**config.mk**
```make
export PLATFORM = sky130hd
export DESIGN_NAME = light_prox_command
export DESIGN_NICKNAME = d
export VERILOG_FILES = /design/src/light_prox_pkg.sv /design/src/i2c_line_monitor.sv /design/src/measure_ready_tracker.sv /design/src/light_prox_command.sv
export SDC_FILE = /design/constraint.sdc
export NUM_CORES = 1
export LEC_CHECK = 0
export BUFFER_PORTS_ARGS = -buffer_cell sky130_fd_sc_hd__buf_2
export CORE_MARGIN = 2
export CORE_UTILIZATION = 50
export CTS_CLUSTER_DIAMETER = 200
export DETAILED_ROUTE_END_ITERATION = 10
export PLACE_DENSITY = 0.7
export RECOVER_POWER = 50
export SLEW_MARGIN = 0
export SYNTH_ARGS = -nofsm -noshare
export SYNTH_HDL_FRONTEND = slang
export SYNTH_SLANG_ARGS = --single-unit
```
**constraint.sdc**
```tcl
create_clock -name clk -period 2.55 [get_ports clk]
set_input_delay 0.51 -clock clk [delete_from_list [all_inputs] [get_ports clk]]
set_output_delay 0.51 -clock clk [all_outputs]
set_load 0.05 [all_outputs]
```
**src/light_prox_pkg.sv**
```systemverilog
`default_nettype none

package light_prox_pkg;

  // fixed seven-bit slave address on the serial bus
  localparam logic [6:0] DEV_ADDR = 7'h13;

  // register window on the bus, one byte each
  localparam logic [7:0] REG_FIRST = 8'h80;
  localparam logic [7:0] REG_LAST = 8'h8b;
  localparam int REG_COUNT = 12;

  // register indices (bus address minus the window base)
  localparam logic [3:0] IDX_CMD = 4'h0;
  localparam logic [3:0] IDX_ID = 4'h1;
  localparam logic [3:0] IDX_SPARE = 4'h2;
  localparam logic [3:0] IDX_LED = 4'h3;
  localparam logic [3:0] IDX_AMB_PAR = 4'h4;
  localparam logic [3:0] IDX_LIGHT_HI = 4'h5;
  localparam logic [3:0] IDX_LIGHT_LO = 4'h6;
  localparam logic [3:0] IDX_DIST_HI = 4'h7;
  localparam logic [3:0] IDX_DIST_LO = 4'h8;
  localparam logic [3:0] IDX_LAST = 4'hb;

  // registers that software may overwrite and read back as stored
  localparam logic [11:0] RW_MASK = 12'he18;

  // command register field positions
  localparam int CMD_LOCK_BIT = 7;
  localparam int CMD_LIGHT_RDY_BIT = 6;
  localparam int CMD_DIST_RDY_BIT = 5;
  localparam int CMD_LIGHT_START_BIT = 4;
  localparam int CMD_DIST_START_BIT = 3;

  // measurement channel numbering for the ready tracker
  localparam int CH_LIGHT = 0;
  localparam int CH_DIST = 1;

  // values after reset
  localparam logic [7:0] LED_RESET = 8'h02;
  localparam logic [7:0] STORE_RESET = 8'h00;

  // product/revision byte: arbitrary neutral value
  localparam logic [7:0] ID_VALUE = 8'h5a;

  // transaction states, gray steps along the usual write path and the read byte/ack loop
  typedef enum logic [3:0] {
    ST_IDLE = 4'h0,
    ST_ADDR = 4'h1,
    ST_ADDR_ACK = 4'h3,
    ST_SUB = 4'h2,
    ST_SUB_ACK = 4'h6,
    ST_WDATA = 4'h7,
    ST_WDATA_ACK = 4'h5,
    ST_RDATA = 4'h4,
    ST_RACK = 4'hc,
    ST_IGNORE = 4'hd
  } bus_state_type;

endpackage : light_prox_pkg

`default_nettype wire

```
**src/i2c_line_monitor.sv**
```systemverilog
`default_nettype none

// samples the two bus lines and reports edges and bus conditions
module i2c_line_monitor (
  input wire logic clk,
  input wire logic arst_n,
  input wire logic scl,
  input wire logic sda,
  output logic scl_rise,
  output logic scl_fall,
  output logic start_seen,
  output logic stop_seen,
  output logic sda_level
);

  typedef struct packed {
    logic scl_q;
    logic sda_q;
    logic rise;
    logic fall;
    logic start;
    logic stop;
  } mon_type;

  mon_type st_reg;
  mon_type st_next;

  // a data change while the clock stays high is a start or a stop
  always_comb
  begin
    st_next.scl_q = scl;
    st_next.sda_q = sda;
    st_next.rise = scl & ~st_reg.scl_q;
    st_next.fall = ~scl & st_reg.scl_q;
    st_next.start = scl & st_reg.scl_q & ~sda & st_reg.sda_q;
    st_next.stop = scl & st_reg.scl_q & sda & ~st_reg.sda_q;
  end

  // idle bus is high on both lines, so reset there to avoid a false clock rise or stop
  always_ff @(posedge clk or negedge arst_n)
  begin
    if (!arst_n)
    begin
      st_reg <= '{scl_q: 1'b1, sda_q: 1'b1, default: 1'b0};
    end
    else
    begin
      st_reg <= st_next;
    end
  end

  assign scl_rise = st_reg.rise;
  assign scl_fall = st_reg.fall;
  assign start_seen = st_reg.start;
  assign stop_seen = st_reg.stop;
  assign sda_level = st_reg.sda_q;

endmodule : i2c_line_monitor

`default_nettype wire

```
**src/measure_ready_tracker.sv**
```systemverilog
`default_nettype none

// per channel: busy while converting, ready once a result has landed
module measure_ready_tracker (
  input wire logic clk,
  input wire logic arst_n,
  input wire logic [1:0] start,
  input wire logic [1:0] done,
  input wire logic [1:0] clear,
  output logic [1:0] busy,
  output logic [1:0] ready
);

  typedef struct packed {
    logic [1:0] busy;
    logic [1:0] ready;
  } track_type;

  track_type st_reg;
  track_type st_next;
  wire logic [1:0] busy_nx;
  wire logic [1:0] ready_nx;

  // a result landing in the same cycle as a read-clear keeps the flag set
  genvar ch;
  generate
    for (ch = 0; ch < 2; ch++)
    begin : g_ch
      assign busy_nx[ch] = start[ch] | (st_reg.busy[ch] & ~done[ch]);
      assign ready_nx[ch] = done[ch] | (st_reg.ready[ch] & ~clear[ch]);
    end
  endgenerate

  // gather the per-channel next values into the state copy
  always_comb
  begin
    st_next.busy = busy_nx;
    st_next.ready = ready_nx;
  end

  always_ff @(posedge clk or negedge arst_n)
  begin
    if (!arst_n)
    begin
      st_reg <= '0;
    end
    else
    begin
      st_reg <= st_next;
    end
  end

  assign busy = st_reg.busy;
  assign ready = st_reg.ready;

endmodule : measure_ready_tracker

`default_nettype wire

```
**src/light_prox_command.sv**
```systemverilog
`default_nettype none

module light_prox_command (
  input wire logic clk,
  input wire logic arst_n,
  input wire logic scl,
  input wire logic sda_in,
  output logic sda_out,
  output logic sda_oe,
  output logic light_start,
  output logic distance_start,
  input wire logic light_done,
  input wire logic distance_done,
  input wire logic [15:0] light_result,
  input wire logic [15:0] distance_result
);

  typedef struct packed {
    light_prox_pkg::bus_state_type fsm;
    logic [7:0] shift;
    logic [2:0] cnt;
    logic full;
    logic read_dir;
    logic ack_in;
    logic [3:0] ptr;
    logic [7:0] tx;
    logic [light_prox_pkg::REG_COUNT-1:0][7:0] mem;
    logic drive;
    logic line_out;
    logic light_go;
    logic dist_go;
    logic [1:0] clear;
  } state_type;

  state_type st_reg;
  state_type st_next;

  logic scl_rise;
  logic scl_fall;
  logic start_seen;
  logic stop_seen;
  logic sda_level;
  logic [1:0] busy;
  logic [1:0] ready;
  logic [7:0] rd_byte;

  // edge and start/stop detection on the sampled lines
  i2c_line_monitor u_mon (
    .clk(clk),
    .arst_n(arst_n),
    .scl(scl),
    .sda(sda_in),
    .scl_rise(scl_rise),
    .scl_fall(scl_fall),
    .start_seen(start_seen),
    .stop_seen(stop_seen),
    .sda_level(sda_level)
  );

  // conversion bookkeeping for the light and distance channels
  measure_ready_tracker u_track (
    .clk(clk),
    .arst_n(arst_n),
    .start({st_reg.dist_go, st_reg.light_go}),
    .done({distance_done, light_done}),
    .clear(st_reg.clear),
    .busy(busy),
    .ready(ready)
  );

  // byte the pointer selects; start bits read back as conversion busy
  always_comb
  begin
    rd_byte = st_reg.mem[st_reg.ptr];
    if (st_reg.ptr == light_prox_pkg::IDX_CMD)
    begin
      rd_byte = 8'h00;
      rd_byte[light_prox_pkg::CMD_LOCK_BIT] = 1'b1;
      rd_byte[light_prox_pkg::CMD_LIGHT_RDY_BIT] = ready[light_prox_pkg::CH_LIGHT];
      rd_byte[light_prox_pkg::CMD_DIST_RDY_BIT] = ready[light_prox_pkg::CH_DIST];
      rd_byte[light_prox_pkg::CMD_LIGHT_START_BIT] = busy[light_prox_pkg::CH_LIGHT];
      rd_byte[light_prox_pkg::CMD_DIST_START_BIT] = busy[light_prox_pkg::CH_DIST];
    end
    else if (st_reg.ptr == light_prox_pkg::IDX_ID)
    begin
      rd_byte = light_prox_pkg::ID_VALUE;
    end
    else if (st_reg.ptr == light_prox_pkg::IDX_SPARE)
    begin
      rd_byte = 8'h00;
    end
    else if (st_reg.ptr == light_prox_pkg::IDX_LIGHT_HI)
    begin
      rd_byte = light_result[15:8];
    end
    else if (st_reg.ptr == light_prox_pkg::IDX_LIGHT_LO)
    begin
      rd_byte = light_result[7:0];
    end
    else if (st_reg.ptr == light_prox_pkg::IDX_DIST_HI)
    begin
      rd_byte = distance_result[15:8];
    end
    else if (st_reg.ptr == light_prox_pkg::IDX_DIST_LO)
    begin
      rd_byte = distance_result[7:0];
    end
  end

  // next register index; the window wraps so the pointer never leaves it
  function automatic logic [3:0] next_ptr(input logic [3:0] p);
    next_ptr = (p == light_prox_pkg::IDX_LAST) ? 4'h0 : 4'(p + 4'h1);
  endfunction : next_ptr

  // load the selected byte, drive its first bit, and clear the matching
  // ready flag; the flag clears as the byte is captured, not when acked
  function automatic state_type load_read(input state_type s, input logic [7:0] b);
    state_type r;
    r = s;
    r.tx = b;
    r.drive = ~b[7];
    r.fsm = light_prox_pkg::ST_RDATA;
    r.cnt = 3'h0;
    r.full = 1'b0;
    r.clear[light_prox_pkg::CH_LIGHT] = (s.ptr == light_prox_pkg::IDX_LIGHT_HI)
      || (s.ptr == light_prox_pkg::IDX_LIGHT_LO);
    r.clear[light_prox_pkg::CH_DIST] = (s.ptr == light_prox_pkg::IDX_DIST_HI)
      || (s.ptr == light_prox_pkg::IDX_DIST_LO);
    r.ptr = next_ptr(s.ptr);
    load_read = r;
  endfunction : load_read

  // store a received data byte; command writes only fire start pulses
  function automatic state_type commit(input state_type s);
    state_type r;
    r = s;
    if (s.ptr == light_prox_pkg::IDX_CMD)
    begin
      r.light_go = s.shift[light_prox_pkg::CMD_LIGHT_START_BIT];
      r.dist_go = s.shift[light_prox_pkg::CMD_DIST_START_BIT];
    end
    else if (light_prox_pkg::RW_MASK[s.ptr])
    begin
      r.mem[s.ptr] = s.shift;
    end
    r.ptr = next_ptr(s.ptr);
    commit = r;
  endfunction : commit

  // bus transaction engine: bits are taken on clock rise and the data
  // line only changes on clock fall, so start/stop never get faked
  always_comb
  begin
    st_next = st_reg;
    st_next.light_go = 1'b0;
    st_next.dist_go = 1'b0;
    st_next.clear = 2'b00;
    st_next.line_out = 1'b0;
    if (start_seen)
    begin
      // a repeated start restarts addressing from any state
      st_next.fsm = light_prox_pkg::ST_ADDR;
      st_next.cnt = 3'h0;
      st_next.full = 1'b0;
      st_next.drive = 1'b0;
    end
    else if (stop_seen)
    begin
      st_next.fsm = light_prox_pkg::ST_IDLE;
      st_next.drive = 1'b0;
    end
    else if (scl_rise)
    begin
      if (st_reg.fsm == light_prox_pkg::ST_RACK)
      begin
        st_next.ack_in = sda_level;
      end
      else if ((st_reg.fsm == light_prox_pkg::ST_ADDR)
        || (st_reg.fsm == light_prox_pkg::ST_SUB)
        || (st_reg.fsm == light_prox_pkg::ST_WDATA)
        || (st_reg.fsm == light_prox_pkg::ST_RDATA))
      begin
        // msb first; one sample per rise keeps up with high-speed clocks
        st_next.shift = {st_reg.shift[6:0], sda_level};
        st_next.cnt = 3'(st_reg.cnt + 3'h1);
        st_next.full = (st_reg.cnt == 3'h7);
      end
    end
    else if (scl_fall)
    begin
      case (st_reg.fsm)
        light_prox_pkg::ST_ADDR:
        begin
          if (st_reg.full)
          begin
            st_next.full = 1'b0;
            st_next.cnt = 3'h0;
            if (st_reg.shift[7:1] == light_prox_pkg::DEV_ADDR)
            begin
              st_next.drive = 1'b1;
              st_next.read_dir = st_reg.shift[0];
              st_next.fsm = light_prox_pkg::ST_ADDR_ACK;
            end
            else
            begin
              st_next.fsm = light_prox_pkg::ST_IGNORE;
            end
          end
        end
        light_prox_pkg::ST_ADDR_ACK:
        begin
          if (st_reg.read_dir)
          begin
            st_next = load_read(st_next, rd_byte);
          end
          else
          begin
            st_next.drive = 1'b0;
            st_next.fsm = light_prox_pkg::ST_SUB;
          end
        end
        light_prox_pkg::ST_SUB:
        begin
          if (st_reg.full)
          begin
            st_next.full = 1'b0;
            st_next.cnt = 3'h0;
            // addresses outside the window are not acknowledged
            if ((st_reg.shift >= light_prox_pkg::REG_FIRST)
              && (st_reg.shift <= light_prox_pkg::REG_LAST))
            begin
              st_next.ptr = st_reg.shift[3:0];
              st_next.drive = 1'b1;
              st_next.fsm = light_prox_pkg::ST_SUB_ACK;
            end
            else
            begin
              st_next.fsm = light_prox_pkg::ST_IGNORE;
            end
          end
        end
        light_prox_pkg::ST_SUB_ACK:
        begin
          st_next.drive = 1'b0;
          st_next.fsm = light_prox_pkg::ST_WDATA;
        end
        light_prox_pkg::ST_WDATA:
        begin
          if (st_reg.full)
          begin
            st_next = commit(st_next);
            st_next.full = 1'b0;
            st_next.cnt = 3'h0;
            st_next.drive = 1'b1;
            st_next.fsm = light_prox_pkg::ST_WDATA_ACK;
          end
        end
        light_prox_pkg::ST_WDATA_ACK:
        begin
          st_next.drive = 1'b0;
          st_next.fsm = light_prox_pkg::ST_WDATA;
        end
        light_prox_pkg::ST_RDATA:
        begin
          if (st_reg.full)
          begin
            // release the line so the host can answer the byte
            st_next.drive = 1'b0;
            st_next.full = 1'b0;
            st_next.cnt = 3'h0;
            st_next.fsm = light_prox_pkg::ST_RACK;
          end
          else
          begin
            st_next.tx = {st_reg.tx[6:0], 1'b0};
            st_next.drive = ~st_reg.tx[6];
          end
        end
        light_prox_pkg::ST_RACK:
        begin
          if (!st_reg.ack_in)
          begin
            st_next = load_read(st_next, rd_byte);
          end
          else
          begin
            st_next.drive = 1'b0;
            st_next.fsm = light_prox_pkg::ST_IGNORE;
          end
        end
        default:
        begin
          st_next.drive = 1'b0;
        end
      endcase
    end
  end

  // one register for all state; stored bytes start at their reset values
  always_ff @(posedge clk or negedge arst_n)
  begin
    if (!arst_n)
    begin
      st_reg <= '0;
      st_reg.fsm <= light_prox_pkg::ST_IDLE;
      st_reg.ack_in <= 1'b1;
      st_reg.mem <= {light_prox_pkg::REG_COUNT{light_prox_pkg::STORE_RESET}};
      st_reg.mem[light_prox_pkg::IDX_LED] <= light_prox_pkg::LED_RESET;
    end
    else
    begin
      st_reg <= st_next;
    end
  end

  // open drain: only ever pull low, the pull-up makes the high level
  assign sda_out = st_reg.line_out;
  assign sda_oe = st_reg.drive;
  assign light_start = st_reg.light_go;
  assign distance_start = st_reg.dist_go;

endmodule : light_prox_command

`default_nettype wire

```
### Yosys cells after proc, flatten, opt, wreduce, memory -nomap -nowiden

Memories as Yosys holds them, arrays and structs flattened.
Cells that the tools add are included.

* flip-flop bits (word level): 142
* bits in latches: 0
* memory bits (writable): 0
* ROM bits: 16
* bits of input ports: 38
* output and inout port bits: 4
* logic and storage cells: 235
* memories: 1

Memory list
* (name not given): depth 16, width 1, read ports 1, clocked after Yosys merged registers in 0, write ports 0, RTL line light_prox_command.sv:142 `else if (light_prox_pkg::RW_MASK[s.ptr])`

* add/subtract/negate cells: 2
* multiply operators: 0
* divide/modulo/power cells: 0
* $lt $le $gt $ge: 4
* equal/unequal tests: 52
* shifts and indexed selects: 0
* muxes and demuxes: 85
* bitwise operators: 28
* reduce and logical (&&, ||, !) cells: 30

Operators by type and width (count)
* 114-bit 2-to-1 mux: 12
* 132-bit 2-to-1 mux: 6
* 96-bit one-hot mux with 3 select lines: 1
* 96-bit 2-to-1 mux: 2
* 96-bit bitwise mux: 1
* 8-bit 2-to-1 mux: 10
* 4-bit 2-to-1 mux: 14
* 6-bit by 5-bit inequality test with 1-bit output (second input constant): 7
* 12-bit 2-to-1 mux: 3
* 5-bit 2-to-1 mux: 7
* 8-bit binary-select mux with 4-bit select: 1
* 8-bit demux with 4-bit select: 1
* 8-bit one-hot mux with 4 select lines: 1
* 10-bit AND reduction: 3
* 4-bit by 3-bit equality test with 1-bit output (second input constant): 7
* 4-bit by 2-bit inequality test with 1-bit output (second input constant): 7
* 4-bit one-hot mux with 7 select lines: 1
* 7-bit AND reduction: 4
* 9-bit AND reduction: 3
* 8-bit one-hot mux with 3 select lines: 1
* 4-bit by 1-bit inequality test with 1-bit output (second input constant): 5
* 4-bit one-hot mux with 5 select lines: 1
* 4-bit one-hot mux with 4 select lines: 1
* 4-bit nonzero test: 4
* other kinds (34): 98

### Depth between registers and ports, before layout

Gate-level depths: netlist of run 1.

* depth after elaboration: 19
* gate-level depth with buffers: 11
* mapped depth without buffers: 7

### By module

Synthesis of run 1 repeated with hierarchy kept, for this count alone.

* cells, all modules: 678
* area, all modules: 7384.6 um^2

By module, submodules not included
* light_prox_command: instances 1, cells an instance 656, area each 7056.8 um^2, sequential area each 3255.6 um^2
* i2c_line_monitor: instances 1, cells an instance 10, area each 187.7 um^2, sequential area each 152.6 um^2
* measure_ready_tracker: instances 1, cells an instance 12, area each 140.1 um^2, sequential area each 100.1 um^2

### Least setup slack after synthesis of run 1

Ideal clock, no wire load.

* path type: flip-flop to flip-flop
* start: register st_reg[111] (netlist bit)
* end: register st_reg[39] (netlist bit)
* library setup time: 125 ps
* data arrival time: 2390 ps
* data required time: 2425 ps
* path slack: 35 ps
* stages on the path, launching flop included: 10
* buffers on the path: 5
* clock period less this slack: 2515 ps
* cells stage by stage: dfrtp_1 > buf_2 > buf_2 > inv_1 > ha_1 > buf_2 > buf_1 > clkbuf_1 > nand3_1 > mux2_2

* word-level cells in the longest chain between the ends: 13
* elaborated cells on any way between the ends: 20
* those cells by class: order compare: 2; eq/ne: 2; mux: 12; reduce/logical: 3; memory: 1

Ends and longest elaborated chain
* from (decl): RTL line light_prox_command.sv:35 `state_type st_reg;`
* from (signal assigned): RTL line light_prox_command.sv:312 `st_reg <= st_next;`
* 4-bit by 5-bit less-than comparator with 1-bit output (implied by the code) / 4-bit by 1-bit greater-or-equal comparator with 1-bit output (equally long branches): RTL line light_prox_command.sv:144 `r.mem[s.ptr] = s.shift;`
* 1-bit logical AND (implied by the code): RTL line light_prox_command.sv:144
* 8-bit 2-to-1 mux (implied by the code): RTL line light_prox_command.sv:144
* 8-bit demux with 4-bit select: RTL line light_prox_command.sv:144
* 96-bit bitwise mux: RTL line light_prox_command.sv:144
* 96-bit 2-to-1 mux: RTL line light_prox_command.sv:142
* 96-bit 2-to-1 mux: RTL line light_prox_command.sv:137 `if (s.ptr == light_prox_pkg::IDX_CMD)`
* 132-bit 2-to-1 mux: RTL line light_prox_command.sv:249 `if (st_reg.full)`
* 132-bit 2-to-1 mux: RTL line light_prox_command.sv:189 `else if (scl_fall)`
* 132-bit 2-to-1 mux: RTL line light_prox_command.sv:172 `else if (scl_rise)`
* 132-bit 2-to-1 mux: RTL line light_prox_command.sv:167 `else if (stop_seen)`
* 132-bit 2-to-1 mux: RTL line light_prox_command.sv:159 `if (start_seen)`
* 96-bit one-hot mux with 3 select lines: RTL line light_prox_command.sv:191 `case (st_reg.fsm)`

Several ways; a longest one is shown, not always the timed one. The select of a mux whose other input is x is not followed.
A chain may end at the register's enable or synchronous reset.

### Worst setup path in the final report of run 1

* start: register st_reg[111] (netlist bit)
* end: register st_reg[106] (netlist bit)

* word-level cells in the longest chain between the ends: 15
* elaborated cells on any way between the ends: 27
* those cells by class: eq/ne: 6; mux: 20; reduce/logical: 1

Ends and longest elaborated chain
* 8-bit binary-select mux with 4-bit select: RTL line light_prox_command.sv:74 `rd_byte = st_reg.mem[st_reg.ptr];`
* 8-bit 2-to-1 mux (implied by the code): RTL line light_prox_command.sv:74
* 8-bit 2-to-1 mux: RTL line light_prox_command.sv:104 `else if (st_reg.ptr == light_prox_pkg::IDX_DIST_LO)`
* 8-bit 2-to-1 mux: RTL line light_prox_command.sv:100 `else if (st_reg.ptr == light_prox_pkg::IDX_DIST_HI)`
* 8-bit 2-to-1 mux: RTL line light_prox_command.sv:96 `else if (st_reg.ptr == light_prox_pkg::IDX_LIGHT_LO)`
* 8-bit 2-to-1 mux: RTL line light_prox_command.sv:92 `else if (st_reg.ptr == light_prox_pkg::IDX_LIGHT_HI)`
* 8-bit 2-to-1 mux: RTL line light_prox_command.sv:88 `else if (st_reg.ptr == light_prox_pkg::IDX_SPARE)`
* 8-bit 2-to-1 mux: RTL line light_prox_command.sv:84 `else if (st_reg.ptr == light_prox_pkg::IDX_ID)`
* 8-bit 2-to-1 mux *: RTL line light_prox_command.sv:75 `if (st_reg.ptr == light_prox_pkg::IDX_CMD)`
* 114-bit 2-to-1 mux (on tied branches): RTL line light_prox_command.sv:281, light_prox_command.sv:212
* 114-bit 2-to-1 mux: RTL line light_prox_command.sv:189
* 114-bit 2-to-1 mux: RTL line light_prox_command.sv:172
* 114-bit 2-to-1 mux: RTL line light_prox_command.sv:167
* 114-bit 2-to-1 mux: RTL line light_prox_command.sv:159
* 8-bit one-hot mux with 4 select lines *: RTL line light_prox_command.sv:191

Every way passes the cells marked *; elsewhere a longest branch is shown, timed or not. The select of a mux whose other input is x is not followed.

==> impl_summary.txt, run 1 <==
----------------------------------------------------
[Outcome]
  Result of the run ... complete, no violations

[Global routing]
  Sum of overflow across all layers after global routing ... 0
  Total routing resource utilization after global routing ... 25.4%
  Antenna violations before repair ... 0
  Largest net degree at the start of global routing ... 59
  Global-route wire length before repair ... 31,200 um
  Number of global-route vias before repair ... 5,641

[Final layout]
  Flip-flop count of the largest register, all copies and words added ... 126
  Area growth from synthesis to layout ... 14.7%
  Antenna diode count ... 0
  Share of layout cells above drive strength 1 ... 31.9%
  Final net count ... 762
  Final cell utilization of the core ... 58.5%
  Filler instances ... 1,207

[Route]
  Per-cell via count in the routed design ... 6.11
  DRC violation count after routing ... 0
  TritonRoute pass-1 iters ... 5
  Via count ... 5,593
  First DRT Iteration DRCs ... 566
  Routed WL per cell ... 20.8 um
  Post-Route WL ... 19,100 um
  Antenna-violating nets left ... 0

[Yosys]
  Synth warnings ... 0
  FFs w/ async S/R, synth ... 100%
  Most frequent cell after synthesis ... dfrtp_1
  Post-synth EDFFs ... 0
  Share of the synthesized area in the top cell type ... 46.1%
  Number of distinct library cells after synthesis ... 70
  Post-synthesis net count ... 722
  Mapped Cells ... 678
  Fraction of the yosys area taken by sequential cells ... 47.5%
  Leading cell types by total area after synthesis ... dfrtp_1, mux2_2, mux4_2
  Most used standard cells in the synthesized netlist ... dfrtp_1, nand2_1, mux2_2
  Syn_area_per_cell ... 10.9 um2
  Most instantiated flip-flop cell in the synthesis netlist ... dfrtp_1
  Mapped Area ... 0.00738 mm2
  Count of state elements after synthesis ... 140
  Library cell occupying the most area in the post-synthesis netlist ... dfrtp_1

[Hold path]
  Min-delay worst type ... input port to flop

[Floorplanning]
  Boundary Pins ... 42
  Core Box Area ... 0.0145 mm2
  Die outline area ... 0.0158 mm2
  Effective utilization at floorplan ... 51.0%
  Die outline width ... 126 um
  Vertical die dimension ... 126 um
  Site Rows ... 44

[Run]
  Max-cap violations ... 0

[Placed design]
  Final weighted congestion in routability-driven placement ... 0.932
  Port Buffers ... 40
  Half-perimeter wire length after placement ... 13,400 um

[Setup path]
  Crit Path Category ... flop to flop
  Library cell appearing most often on the critical path ... a21oi_1
  Startpoint of the worst-slack reg-to-reg timing path ... st_reg[111]
  Destination of the critical timing path ... st_reg[106]
  Worst setup path startpoint ... st_reg[111]
  Slowest library cell on the worst path ... a2111oi_0
  Sort of element at the end of the critical path ... flop
  Series of cell instances along the critical path ... buf_4 -> ha_1 -> a2111oi_0 -> a21oi_1 -> a21oi_1 -> o221ai_1
  Worst EP required ... 2.80 ns
  Largest stage delay, worst path ... 0.62 ns
  R2r setup slk ... 0.17 ns
  Kind of start point of the critical path ... flop
  RR Endpoint ... st_reg[106]
  Crit path arrival time ... 2.63 ns
  Largest driver fanout on the critical path ... 12
  Reg2reg path depth ... 6

[Timing]
  Maximum clock skew at final layout ... 0.00843 ns
  Max Slew Vio Count ... 0
  Final count of hold timing violations ... 0
  Post-Route Hold Slack ... 0.195 ns
  Peak clock frequency supported by timing ... 0.420 GHz
  Headroom to the max-slew limit ... 37.5%
  Clock period minus final worst setup slack ... 2.38 ns
  Slew at the pin closest to its max-slew limit ... 0.934 ns
  Setup TNS after final layout ... 0 ns
  RSZ-0062 raised after global routing ... no
  Number of failing setup endpoints in the final timing report ... 0
  Final Cycle Share ... 93.3%

[Clock tree]
  Maximum buffer depth of the clock tree ... 2
  Cell chosen for the clock root ... clkbuf_16
  Clock tree from TritonCTS ... yes
  Clock buffers created by TritonCTS ... 17
  Clock insertion delay at the later pin of the skew report ... 0.42 ns
  Clock slew at reported path FFs ... 0.06 ns
  Total number of H-tree levels ... 4
  Clock Sinks ... 140
  Post-cts sizing count ... 0

[Pwr]
  P_leak ... 3.91 nW
  Worst-case vdd ir drop ... 0.450 mV
  Total power density per cell area ... 758 mW/mm2

----------------------------------------------------
-- kinds of logic after synthesis --
family          Yosys count  synth area share (%)
compound gates          147                  12.9
xor+xnor                  2                 0.237
fa+ha+maj                 6                  1.02
buf+inv                  84                  4.76
flops                   140                  47.5
mux                     107                  19.7
other cells               1                0.0508
simple gates            191                  13.8
-- metal layers --
layer,vias to the layer above,GRT usage (%),share of wire (%)
met2,226,40.0,48
met1,2789,35.1,44
li1,2540,-,-
met4,0,8.89,2.2
met3,38,5.61,6.0
met5,-,0,0
-- how the worst min path moves through the flow --
stage                           from                    endpoint  slack [ns]  cells past startpoint
final                         sda_in             u_mon.sda_level        0.20                      1
after global routing          sda_in             u_mon.sda_level        0.19                      1
after CTS                     sda_in             u_mon.sda_level        0.19                      1
after detailed placement  st_reg[12]                  st_reg[12]        0.36                      0
after global placement    st_reg[12]                  st_reg[12]        0.36                      0
after floorplan               arst_n  asynchronous set/reset pin        0.21                      0
-- power breakdown --
part | internal (mW) | switching, mW
clock network | 1.53 | 0.973
logic | 0.558 | 0.822
registers | 2.35 | 0.191
-- critical path: cells and delay by family, from the launching register on --
family,cells,cell delay [ns]
flip-flops,1,0.46
buffers and inverters,1,0.23
adder cells (fa/ha/maj),1,0.35
AO/OA/AOI/OAI,4,1.16
-- per-stage QoR --
step | worst slack, ns | instances | instance area, um2 | power [mW]
floorplan | 0.0353 | 678 | 7380 | 3.46
global placement | 0.210 | 881 | 7880 | 3.88
detailed placement | 0.169 | 881 | 7880 | 3.91
CTS | 0.120 | 914 | 8490 | 6.43
global route | 0.00622 | 915 | 8470 | 6.71
finish | 0.172 | 915 | 8470 | 6.42
-- cells in the final DEF, fill, tap and decap left out, drive strengths merged, types with 10 or more instances in the layout --
| cell | n |
|---|---|
| mux2i | 10 |
| dfrtp | 136 |
| mux4 | 23 |
| clkbuf | 27 |
| nor2b | 12 |
| mux2 | 74 |
| nand2 | 83 |
| inv | 23 |
| nor3 | 14 |
| a21oi | 36 |
| nand3 | 11 |
| nor2 | 19 |
| buf | 78 |
| o21ai | 37 |
-- layout make-up --
type	instances	area [um2]	share of cell area, %
inverter	20	75.1	0.886
timing repair buffer	85	532	6.28
tap	184	230	2.72
sequential	140	3510	41.4
multi-input combinational	454	3520	41.6
clock buffer	21	470	5.55
clock inverter	11	131	1.55
-- repair_timing --
item | in CTS | in global routing
setup endpoints to repair | 0 | 10
buffers inserted | 0 | 1
hold buffers | 1 | 0
hold endpoints to repair | 33 | 0
Note: power is estimated with default switching activity, not from simulation.
==> run 2, diff against run 1 <==
--- a/config.mk
+++ b/config.mk
@@ -15,4 +15,5 @@
 export SLEW_MARGIN = 0
 export SYNTH_ARGS = -nofsm -noshare
 export SYNTH_HDL_FRONTEND = slang
+export SYNTH_HIERARCHICAL = 1
 export SYNTH_SLANG_ARGS = --single-unit
==> run 2 against run 1 <==
Critical endpoint is now sda_oe. Critical path type unchanged. Utilization fell by 0.29 points. Register-to-register slack improved by 0.10 ns. Combinational power up 68%. Final area decreased by 0.50%. Highest routed layer unchanged. Die area did not move. Sequential power is essentially flat. Non-clock buffer count down 5. Global-route usage grew 0.36 points. Synthesized cell count unchanged. Largest power group unchanged. Critical path depth decreased by 1. Worst setup slack improved by 0.10 ns.
==> impl_summary.txt, run 2 <==
----------------------------------------------------
[Setup path]
  Largest stage delay, worst path ... 0.65 ns
  Series of cell instances along the critical path ... nor4_1 -> nand4_1 -> a2111oi_0 -> nand4_1 -> o2bb2ai_1
  Kind of start point of the critical path ... flop
  Worst EP required ... 2.88 ns
  Crit path arrival time ... 2.61 ns
  Sort of element at the end of the critical path ... flop
  Slowest library cell on the worst path ... a2111oi_0
  Library cell appearing most often on the critical path ... nand4_1
  Largest driver fanout on the critical path ... 15
  Crit Path Category ... flop to flop

[Final layout]
  Antenna diode count ... 0
  Share of layout cells above drive strength 1 ... 30.0%
  Area growth from synthesis to layout ... 14.1%
  Footprint of the multi-input gates ... 0.00355 mm2
  Flip-flop count of the largest register, all copies and words added ... 126
  Filler instances ... 1,183
  Final cell utilization of the core ... 58.2%
  Commonest cells after routing, fill and taps aside ... dfrtp_1, nand2_1, mux2_2
  Most common library cell in the layout ignoring fill and taps ... dfrtp_1
  Final net count ... 758
  Area of all sequential standard cells ... 0.00351 mm2

[Timing]
  Slew at the pin closest to its max-slew limit ... 1.47 ns
  Headroom to the max-slew limit ... 1.79%
  Peak clock frequency supported by timing ... 0.440 GHz
  Post-Route Hold Slack ... 0.206 ns
  Setup TNS after final layout ... 0 ns
  Final worst setup slack ... 0.275 ns
  Number of failing setup endpoints in the final timing report ... 0
  Clock period minus final worst setup slack ... 2.27 ns
  Maximum clock skew at final layout ... 0.0114 ns
  RSZ-0062 raised after global routing ... no
  Final Cycle Share ... 89.2%
  Final count of hold timing violations ... 0
  Max Slew Vio Count ... 0

[Global routing]
  Global-route wire length before repair ... 31,600 um
  Total routing resource utilization after global routing ... 25.8%
  Antenna violations before repair ... 0
  Largest net degree at the start of global routing ... 63
  Number of global-route vias before repair ... 5,691
  Sum of overflow across all layers after global routing ... 0

[Floorplanning]
  Effective utilization at floorplan ... 51.0%
  Die outline area ... 0.0158 mm2
  Vertical die dimension ... 126 um
  Die outline width ... 126 um
  Core Box Area ... 0.0145 mm2
  Site Rows ... 44
  Boundary Pins ... 42

[Pwr]
  P_leak ... 4.02 nW
  Total power draw ... 7.30 mW
  Total power density per cell area ... 867 mW/mm2
  Worst-case vdd ir drop ... 0.517 mV

[Route]
  Highest layer used for signal routing ... met4
  Met2 layer wire length in the routed design ... 9280 um
  Via count ... 5,730
  Antenna-violating nets left ... 0
  First DRT Iteration DRCs ... 698
  DRC violation count after routing ... 0
  Post-Route WL ... 19,600 um
  Routed length on met1 ... 8320 um
  Routed WL per cell ... 21.5 um
  TritonRoute pass-1 iters ... 5
  Per-cell via count in the routed design ... 6.29
  Met3 wire length ... 1440 um

[Clock tree]
  Post-CTS repair timing setup buffer count ... 0
  Maximum buffer depth of the clock tree ... 2
  Cell chosen for the clock root ... clkbuf_16
  Clock tree from TritonCTS ... yes
  Clock Sinks ... 140
  Total number of H-tree levels ... 4
  Clock insertion delay at the later pin of the skew report ... 0.42 ns
  Clock buffers created by TritonCTS ... 17
  Post-cts sizing count ... 0
  Hold buffer count at cts ... 0
  Clock slew at reported path FFs ... 0.06 ns

[Yosys]
  Share of the synthesized area in the top cell type ... 46.1%
  Count of state elements after synthesis ... 140
  Post-synthesis net count ... 722
  Most instantiated flip-flop cell in the synthesis netlist ... dfrtp_1
  Library cell occupying the most area in the post-synthesis netlist ... dfrtp_1
  Mapped Cells ... 678
  FFs w/ async S/R, synth ... 100%
  Mapped Area ... 0.00738 mm2
  Synth warnings ... 6
  Syn_area_per_cell ... 10.9 um2
  Most frequent cell after synthesis ... dfrtp_1
  Fraction of the yosys area taken by sequential cells ... 47.5%
  Most used standard cells in the synthesized netlist ... dfrtp_1, nand2_1, mux2_2
  Number of distinct library cells after synthesis ... 76
  Leading cell types by total area after synthesis ... dfrtp_1, mux2_2, mux4_2
  Post-synth EDFFs ... 0

[Placed design]
  Final weighted congestion in routability-driven placement ... 0.992
  Half-perimeter wire length after placement ... 13,700 um
  Setup slack at placement ... 0.299 ns
  Port Buffers ... 40

[Hold path]
  Min-delay worst type ... input port to flop

[Outcome]
  Result of the run ... complete, no violations

[Run]
  Max-cap violations ... 0

----------------------------------------------------
-- run 2: stage by stage --
step	instances	cell area [um2]
floorplan	678	7400
global placement	879	7880
detailed placement	879	7880
CTS	911	8450
global route	911	8430
finish	911	8430
-- run 2: path summary, 6_finish.rpt --
kind	cells after the start	to	startpoint	slack (ns)
min	1	u_mon/sda_level	sda_in	0.21
max	5	sda_oe	st_reg[124]	0.28
min in group asynchronous	1	st_reg[70]	arst_n	0.44
max reg2reg	5	sda_oe	st_reg[124]	0.28
max in group asynchronous	2	st_reg[128]	arst_n	0.66
min reg2reg	0	st_reg[76]	st_reg[76]	0.37
-- run 2: routing by layer --
metal	track usage [%]	vias up
li1	-	2543
met3	5.43	32
met4	9.22	0
met5	0	-
met2	40.5	282
met1	35.7	2873
-- run 2: cells by family after synthesis --
group / after synthesis / synth area share (%)
AOI/OAI and AO/OA: 133 / 12.5
xor gates and xnor gates: 1 / 0.305
and+or+nand+nor: 221 / 16.0
other: 1 / 0.0508
buffers and inverters: 80 / 4.47
adders and majority gates: 6 / 1.02
muxes: 96 / 18.2
DFF: 140 / 47.5
-- run 2: area by class of cell --
type                    instances  share of cell area (%)
repair buffers                 80                    6.01
multi-input cells             458                    42.1
inverters                      17                   0.757
clock buffers                  20                    5.18
clock inverters                12                    1.63
flip-flops and latches        140                    41.6
well taps                     184                    2.73
-- run 2: power breakdown --
group	internal, mW	leakage (nW)	switching, mW
registers	2.36	1.91	0.195
clock network	1.45	0.277	0.970
logic	0.970	1.84	1.35
total	4.79	4.02	2.52
-- run 2: worst max-delay path, delay by kind of cell, from the launching register on --
kind	cells	cell delay, ns
AO/OA/AOI/OAI	2	0.84
AND/OR/NAND/NOR	3	0.79
flip-flops	1	0.56
